--- src/dmacr_pkg.sv ---
// Package: offsets, field layout and reset values of the DMA control registers
package dmacr_pkg;

	// ======================================================================
	// Register byte offsets
	localparam logic [11:0] OFF_STATE     = 12'h000;
	localparam logic [11:0] OFF_CONFIG    = 12'h004;
	localparam logic [11:0] OFF_PRIMARY   = 12'h008;
	localparam logic [11:0] OFF_ALTERNATE = 12'h00c;
	localparam logic [11:0] OFF_SOFT_REQ  = 12'h014;
	localparam logic [11:0] OFF_MASK_SET  = 12'h020;
	localparam logic [11:0] OFF_MASK_CLR  = 12'h024;
	localparam logic [11:0] OFF_CHEN_SET  = 12'h028;
	localparam logic [11:0] OFF_CHEN_CLR  = 12'h02c;

	// ======================================================================
	// Field layout and fixed values
	localparam int          CHANNELS      = 32;
	localparam int          PTR_LSB       = 10;
	localparam int          PTR_W         = 32 - PTR_LSB;
	localparam int          ENABLE_BIT    = 0;
	localparam logic [31:0] STATE_FIXED   = 32'h101f_0000;
	localparam logic [3:0]  STATE_UNDEF   = 4'h0;
	localparam logic [31:0] ALT_OFFSET    = 32'h0000_0200;

	// ======================================================================
	// Values after reset
	localparam logic        RST_ENABLE    = 1'b0;
	localparam logic [31:0] RST_WORD      = 32'h0000_0000;

endpackage : dmacr_pkg

--- src/dmacr_bits_if.sv ---
// Interface: strobes and state of one set/clear channel bit bank
`timescale 1ns/1ps
`default_nettype none

interface dmacr_bits_if;
	logic        set_stb;
	logic        clr_stb;
	logic [31:0] wdata;
	logic [31:0] bits;

	modport owner (input set_stb, input clr_stb, input wdata, output bits);
	modport ctrl  (output set_stb, output clr_stb, output wdata, input bits);
endinterface : dmacr_bits_if

`default_nettype wire

--- src/dmacr_setclr.sv ---
// Module: 32-bit channel bank written through separate set and clear words
`timescale 1ns/1ps
`default_nettype none

module dmacr_setclr (
	input  wire logic   clk,
	input  wire logic   rst_n,
	dmacr_bits_if.owner bank
);

	typedef struct packed {
		logic [31:0] bits;
	} dmacr_sc_state_t;

	dmacr_sc_state_t state_reg;
	dmacr_sc_state_t state_next;

	// ======================================================================
	// Ones in the set word raise bits, ones in the clear word drop them
	always_comb begin
		state_next = state_reg;
		if (bank.set_stb) begin
			state_next.bits = state_reg.bits | bank.wdata;
		end
		if (bank.clr_stb) begin
			state_next.bits = state_next.bits & ~bank.wdata;
		end
	end

	// Zeros in either word leave the channel alone
	always_ff @(posedge clk) begin
		if (!rst_n) begin
			state_reg <= '{bits: dmacr_pkg::RST_WORD};
		end else begin
			state_reg <= state_next;
		end
	end

	assign bank.bits = state_reg.bits;

	// ======================================================================
	// Checks
	a_clear_bits_drop: assert property (
		@(posedge clk) disable iff (!rst_n)
		bank.clr_stb && !bank.set_stb |=>
			((bank.bits & $past(bank.wdata)) == 32'h0000_0000) &&
			((bank.bits | $past(bank.wdata)) ==
			 ($past(bank.bits) | $past(bank.wdata))))
		else $error("clear word did not drop exactly its channels");

	a_set_bits_raise: assert property (
		@(posedge clk) disable iff (!rst_n)
		bank.set_stb && !bank.clr_stb |=>
			bank.bits == ($past(bank.bits) | $past(bank.wdata)))
		else $error("set word did not raise its channels");

endmodule : dmacr_setclr

`default_nettype wire

--- src/dmacr_regs.sv ---
// Module: global control and table pointer registers of the DMA engine
`timescale 1ns/1ps
`default_nettype none

module dmacr_regs (
	input  wire logic        clk,
	input  wire logic        rst_n,
	// APB slave
	input  wire logic        psel,
	input  wire logic        penable,
	input  wire logic        pwrite,
	input  wire logic [11:0] paddr,
	input  wire logic [31:0] pwdata,
	output logic      [31:0] prdata,
	output logic             pready,
	output logic             pslverr,
	// Towards the channel engine
	output logic             engine_enable,
	output logic      [31:0] primary_table_pointer,
	output logic      [31:0] alternate_table_pointer,
	output logic      [31:0] channel_soft_trigger,
	output logic      [31:0] request_mask,
	output logic      [31:0] channel_enable
);

	typedef struct packed {
		logic                         enable;
		logic [dmacr_pkg::PTR_W-1:0] base;
		logic [31:0]                  alt;
		logic [31:0]                  trig;
		logic [31:0]                  rdata;
		logic                         err;
	} dmacr_state_t;

	dmacr_state_t state_reg;
	dmacr_state_t state_next;

	dmacr_bits_if mask_bank ();
	dmacr_bits_if chen_bank ();

	logic        setup;
	logic        wr;
	logic        hit;
	logic [31:0] rd_mux;

	// ======================================================================
	// Bus decode
	assign setup = psel && !penable;
	assign wr    = psel && penable && pwrite;

	// Read data and decode are sampled in setup so prdata is a flop
	always_comb begin
		hit    = 1'b1;
		rd_mux = 32'h0000_0000;
		case (paddr)
			dmacr_pkg::OFF_STATE: begin
				rd_mux = dmacr_pkg::STATE_FIXED;
				rd_mux[7:4] = dmacr_pkg::STATE_UNDEF;
				rd_mux[dmacr_pkg::ENABLE_BIT] = state_reg.enable;
			end
			dmacr_pkg::OFF_PRIMARY: begin
				rd_mux = {state_reg.base, 10'h000};
			end
			dmacr_pkg::OFF_ALTERNATE: begin
				rd_mux = state_reg.alt;
			end
			// Write-only words read back as zero
			dmacr_pkg::OFF_CONFIG,
			dmacr_pkg::OFF_SOFT_REQ,
			dmacr_pkg::OFF_MASK_SET,
			dmacr_pkg::OFF_MASK_CLR,
			dmacr_pkg::OFF_CHEN_SET,
			dmacr_pkg::OFF_CHEN_CLR: begin
				rd_mux = 32'h0000_0000;
			end
			default: begin
				hit = 1'b0;
			end
		endcase
	end

	// ======================================================================
	// Register updates
	always_comb begin
		state_next      = state_reg;
		state_next.trig = 32'h0000_0000; // Requests are one-cycle pulses
		if (setup) begin
			state_next.rdata = rd_mux;
			state_next.err   = !hit;
		end
		if (wr) begin
			case (paddr)
				dmacr_pkg::OFF_CONFIG: begin
					state_next.enable = pwdata[dmacr_pkg::ENABLE_BIT];
				end
				dmacr_pkg::OFF_PRIMARY: begin
					state_next.base = pwdata[31:dmacr_pkg::PTR_LSB];
					// Kept in a flop so the read path has no adder
					state_next.alt = {pwdata[31:dmacr_pkg::PTR_LSB], 10'h000}
						+ dmacr_pkg::ALT_OFFSET;
				end
				dmacr_pkg::OFF_SOFT_REQ: begin
					state_next.trig = pwdata;
				end
				default: begin
					state_next.trig = 32'h0000_0000;
				end
			endcase
		end
	end

	always_ff @(posedge clk) begin
		if (!rst_n) begin
			state_reg <= '{enable: dmacr_pkg::RST_ENABLE,
				base: dmacr_pkg::RST_WORD[31:dmacr_pkg::PTR_LSB],
				alt: dmacr_pkg::RST_WORD,
				trig: dmacr_pkg::RST_WORD,
				rdata: dmacr_pkg::RST_WORD,
				err: 1'b0};
		end else begin
			state_reg <= state_next;
		end
	end

	// ======================================================================
	// Mask and channel enable banks; bring-up writes all ones to the sets
	assign mask_bank.set_stb = wr && (paddr == dmacr_pkg::OFF_MASK_SET);
	assign mask_bank.clr_stb = wr && (paddr == dmacr_pkg::OFF_MASK_CLR);
	assign mask_bank.wdata   = pwdata;
	assign chen_bank.set_stb = wr && (paddr == dmacr_pkg::OFF_CHEN_SET);
	assign chen_bank.clr_stb = wr && (paddr == dmacr_pkg::OFF_CHEN_CLR);
	assign chen_bank.wdata   = pwdata;

	dmacr_setclr u_mask (
		.clk   (clk),
		.rst_n (rst_n),
		.bank  (mask_bank)
	);

	dmacr_setclr u_chen (
		.clk   (clk),
		.rst_n (rst_n),
		.bank  (chen_bank)
	);

	// ======================================================================
	// Outputs
	assign prdata                  = state_reg.rdata;
	assign pready                  = 1'b1;
	assign pslverr                 = psel && penable && state_reg.err;
	assign engine_enable           = state_reg.enable;
	assign primary_table_pointer   = {state_reg.base, 10'h000};
	assign alternate_table_pointer = state_reg.alt;
	assign channel_soft_trigger    = state_reg.trig;
	assign request_mask            = mask_bank.bits;
	assign channel_enable          = chen_bank.bits;

	// ======================================================================
	// Checks
	a_state_fixed_bits: assert property (
		@(posedge clk) disable iff (!rst_n)
		psel && penable && !pwrite && paddr == dmacr_pkg::OFF_STATE |->
			prdata[31:1] == 31'h080f_8000)
		else $error("state word fixed bits wrong");

	a_state_enable_bit: assert property (
		@(posedge clk) disable iff (!rst_n)
		psel && penable && !pwrite && paddr == dmacr_pkg::OFF_STATE
			&& $past(setup) |-> prdata[0] == engine_enable)
		else $error("state word bit 0 differs from engine enable");

	a_config_sets_enable: assert property (
		@(posedge clk) disable iff (!rst_n)
		wr && paddr == dmacr_pkg::OFF_CONFIG |=>
			engine_enable == $past(pwdata[0]))
		else $error("config write did not set engine enable");

	a_primary_low_zero: assert property (
		@(posedge clk) disable iff (!rst_n)
		primary_table_pointer[9:0] == 10'h000)
		else $error("primary pointer low bits not zero");

	a_primary_write: assert property (
		@(posedge clk) disable iff (!rst_n)
		wr && paddr == dmacr_pkg::OFF_PRIMARY |=>
			primary_table_pointer[31:10] == $past(pwdata[31:10]))
		else $error("primary pointer not stored");

	a_alt_follows_primary: assert property (
		@(posedge clk) disable iff (!rst_n)
		wr && paddr == dmacr_pkg::OFF_PRIMARY |=>
			alternate_table_pointer == primary_table_pointer + 32'h0000_0200)
		else $error("alternate pointer does not follow primary");

	a_alt_reset_zero: assert property (
		@(posedge clk)
		!rst_n |=> alternate_table_pointer == 32'h0000_0000)
		else $error("alternate pointer not zero after reset");

	a_trigger_pulse: assert property (
		@(posedge clk) disable iff (!rst_n)
		wr && paddr == dmacr_pkg::OFF_SOFT_REQ |=>
			channel_soft_trigger == $past(pwdata) ##1
			(channel_soft_trigger == 32'h0000_0000 || $past(wr)))
		else $error("soft request pulse wrong");

	a_trigger_idle: assert property (
		@(posedge clk) disable iff (!rst_n)
		!(wr && paddr == dmacr_pkg::OFF_SOFT_REQ) |=>
			channel_soft_trigger == 32'h0000_0000)
		else $error("soft request raised without a write");

endmodule : dmacr_regs

`default_nettype wire

--- config.mk ---
export PLATFORM = sky130hd
export DESIGN_NAME = dmacr_regs
export DESIGN_NICKNAME = d
export VERILOG_FILES = /design/src/dmacr_pkg.sv /design/src/dmacr_bits_if.sv /design/src/dmacr_setclr.sv /design/src/dmacr_regs.sv
export SDC_FILE = /design/constraint.sdc
export NUM_CORES = 1
export LEC_CHECK = 0
export ABC_AREA = 0
export BUFFER_PORTS_ARGS = -buffer_cell sky130_fd_sc_hd__buf_2
export CAP_MARGIN = 25
export CORE_ASPECT_RATIO = 1.2
export CORE_MARGIN = 4
export CORE_UTILIZATION = 49
export DETAILED_ROUTE_END_ITERATION = 8
export GPL_TIMING_DRIVEN = 0
export PLACE_DENSITY = 0.8
export SYNTH_ARGS = -nofsm -noshare
export SYNTH_HDL_FRONTEND = slang
export SYNTH_HIERARCHICAL = 1
export SYNTH_SLANG_ARGS = --single-unit
--- constraint.sdc ---
create_clock -name clk -period 2.2 [get_ports clk]
set_input_delay 0.22 -clock clk [delete_from_list [all_inputs] [get_ports clk]]
set_output_delay 0.22 -clock clk [all_outputs]
set_load 0.03 [all_outputs]
==> results.cfg <==
[run_status]
status = finished clean

[timing]
setup_viol = 0
fin_ws_ns = 0.284
slew_viol_final = 0
final_hold_viol_count = 0
max_freq_mhz = 522
slew-limit-headroom_pct = 60.2
hold_slack_ns = 0.0595
grt_setup_unrepaired = false
fin_worst_skew_ns = 0.00527
worst_pin_slew_ns = 0.595
fin_crit_sh_pct = 87.1
min_period_ns = 1.92

[yosys]
synth.most_common_cell = dfxtp_1
synth_area_leaders = dfxtp_1 (45%), buf_4 (15%), a211oi_2 (12%), a21oi_1 (4.8%), nor3b_1 (4.0%)
synth-seq-cells = 145
yosysSeqAreaShare_pct = 45.2
postSynth.asyncResetShare_pct = 0
ys_top_cells_by_count = dfxtp_1 (145), buf_4 (132), a21oi_1 (62), a211oi_2 (60), nand2_1 (48)
ys_types = 36
syn_area_per_cell_um2 = 10.4
synth_top_cell_area_share_pct = 45.2
yosys.area.top_type = dfxtp_1
syn_area_um2 = 6420
synth_flop_cell = dfxtp_1
synth_edf_count = 0
synth_cells = 618
synth-warning-count = 6

[routing]
wl_per_cell_um = 16.5
vias = 5198
wirelength_um = 17400
viasPerCell = 4.94
first_iter_violations = 148
postRouteAntennaNets = 0
dr.pass1.iters = 5
drc = 0

[run]
cap_violations = 0

[layout]
drive_gt1_share_pct = 52.3
fillers = 1099
final_nets = 925
stdcell_count = 1053
antenna_cells = 0
synthToLayoutAreaGrowth_pct = 31.8

[critical_path]
endpoint = u_chen/bank.bits[23]$_SDFF_PN0_
end_kind = flop
rr_startpoint = engine_enable$_SDFFE_PN0P_
r2r_end = prdata[0]$_SDFFE_PN0P_
r2r_slack_ns = 1.26
worstPathArrival_ns = 2.24
required_ns = 2.53
critPathLaunchType = input pin
cp-startpoint = paddr[1]
crit_path_max_fanout = 10
r2r_cells = 3
timing_worst_setup_path_type = in -> reg

[global_routing]
grt_pass1_wl_um = 26800
grt_pass1_vias = 5002
grt.overflow.total = 0
grt_max_degree = 17
antenna_found_initial = 2
track_usage_pct = 22.4

[power_and_ir_drop]
power_density_nw_per_um2 = 729
leakage_nw = 3.98
ir_drop_mv = 0.527

[clocking]
path_clk_slew_ns = 0.06
cts_tree = built
clockRootBuffer = clkbuf_16
htreeDepth = 4
clk_latency_ns = 0.41
cts.path.max_buffers = 2
cts.sinks = 145
cts_hold_buf = 0
cts_buffers = 17

[floorplan]
dieWidth_um = 113
placementRows = 45
dieHeight_um = 133
num_io_pins = 244
initial_utilization_pct = 50.5
core-area_um2 = 12700
die_area_um2 = 15000

[min_path]
hold_class = in -> reg
whs_path_depth = 2

[placed_design]
place_ws_ns = -0.448
post-dp-hpwl_um = 12900
numPlacedInstances = 1021
io_buffers = 213
gp_congestion = 0.825
==> cell type report <==
cell class	count	area [µm²]	area share, %
Buffer	168	1210	14.3
Multi-Input combinational cell	323	2390	28.2
Timing Repair Buffer	213	1070	12.6
Inverter	8	30.0	0.355
Clock inverter	9	176	2.08
Sequential cell	145	2900	34.3
Tap cell	164	205	2.42
Clock buffer	23	488	5.76
==> report_power, final <==
part	internal, W	total (W)	switching, W
clock network	0.00213	0.00320	0.00107
registers	0.00263	0.00263	0.000000718
logic	0.000103	0.000345	0.000241
total	0.00486	0.00617	0.00131
==> timing repair <==
action | in CTS | in global routing
endpoints found under the hold margin | 0 | 0
setup buffers | 0 | 0
resized for setup | 0 | 2
setup endpoints to repair | 0 | 43
==> layout by cell type (no fill, tap or decap), drive strengths merged <==
cell type / instances
buf: 368
dfxtp: 145
a21oi: 64
a211oi: 64
nand2: 48
clkbuf: 36
nor3b: 34
conb: 28
mux2i: 23
o2bb2ai: 18
nor2b: 9
inv: 8
o32ai: 6
bufinv: 5
nand4: 4
nor4: 3
nor4b: 3
clkinv: 3
nand2b: 2
and3: 2
nor2: 2
and4b: 2
and4: 2
nand3: 2
o21ai: 2
nor3: 1
o21a: 1
or3: 1
and2: 1
a31oi: 1
clkinvlp: 1
==> worst min path at each step <==
stage,startpoint,to,slack [ns]
2_1_floorplan,pwdata[26],u_chen/bank.bits[26]$_SDFF_PN0_,0.32
3_3_place_gp,prdata[20]$_SDFFE_PN0P_,prdata[20]$_SDFFE_PN0P_,0.44
3_5_place_dp,prdata[20]$_SDFFE_PN0P_,prdata[20]$_SDFFE_PN0P_,0.45
4_1_cts,pwdata[6],u_mask/bank.bits[6]$_SDFF_PN0_,0.05
5_1_grt,pwdata[8],u_mask/bank.bits[8]$_SDFF_PN0_,0.06
6_report,pwdata[6],u_mask/bank.bits[6]$_SDFF_PN0_,0.06
==> kinds of logic (layout without fill, tap and decap cells) <==
group,Yosys count,count (layout),synth area share (%)
AND/OR/NAND/NOR,116,116,10.9
buffers and inverters,176,421,19.3
flip-flops,145,145,45.2
multiplexers,23,23,3.58
AO/OA/AOI/OAI,156,156,20.9
other,2,28,0.117
==> metal layers <==
metal	share of wire, %	vias up	routed length [µm]	global-route usage (%)
met5	0.16	-	27	0
met4	2.4	4	410	8.15
met3	6.9	31	1190	7.09
met2	51	177	8890	38.9
met1	39	2445	6840	25.8
li1	-	2541	-	-
==> critical path, stage by stage <==
cell      delay [ns]
buf_2           0.11
nor4_4          0.50
nand4_1         0.32
nor3b_2         0.60
buf_6           0.22
a21oi_1         0.09
a211oi_2        0.16
==> metrics by stage <==
step | power [W] | area [µm²] | TNS [ns] | util (%)
6_report | 0.00617 | 8470 | 0 | 66.5
5_1_grt | 0.00635 | 8470 | 0 | 66.5
4_1_cts | 0.00621 | 8460 | 0 | 66.5
3_5_place_dp | 0.00303 | 7790 | -21.17 | 61.2
3_3_place_gp | 0.00302 | 7790 | -19.73 | 61.2
2_1_floorplan | 0.00289 | 6520 | 0 | -
Note: power is estimated with default switching activity, not from simulation.
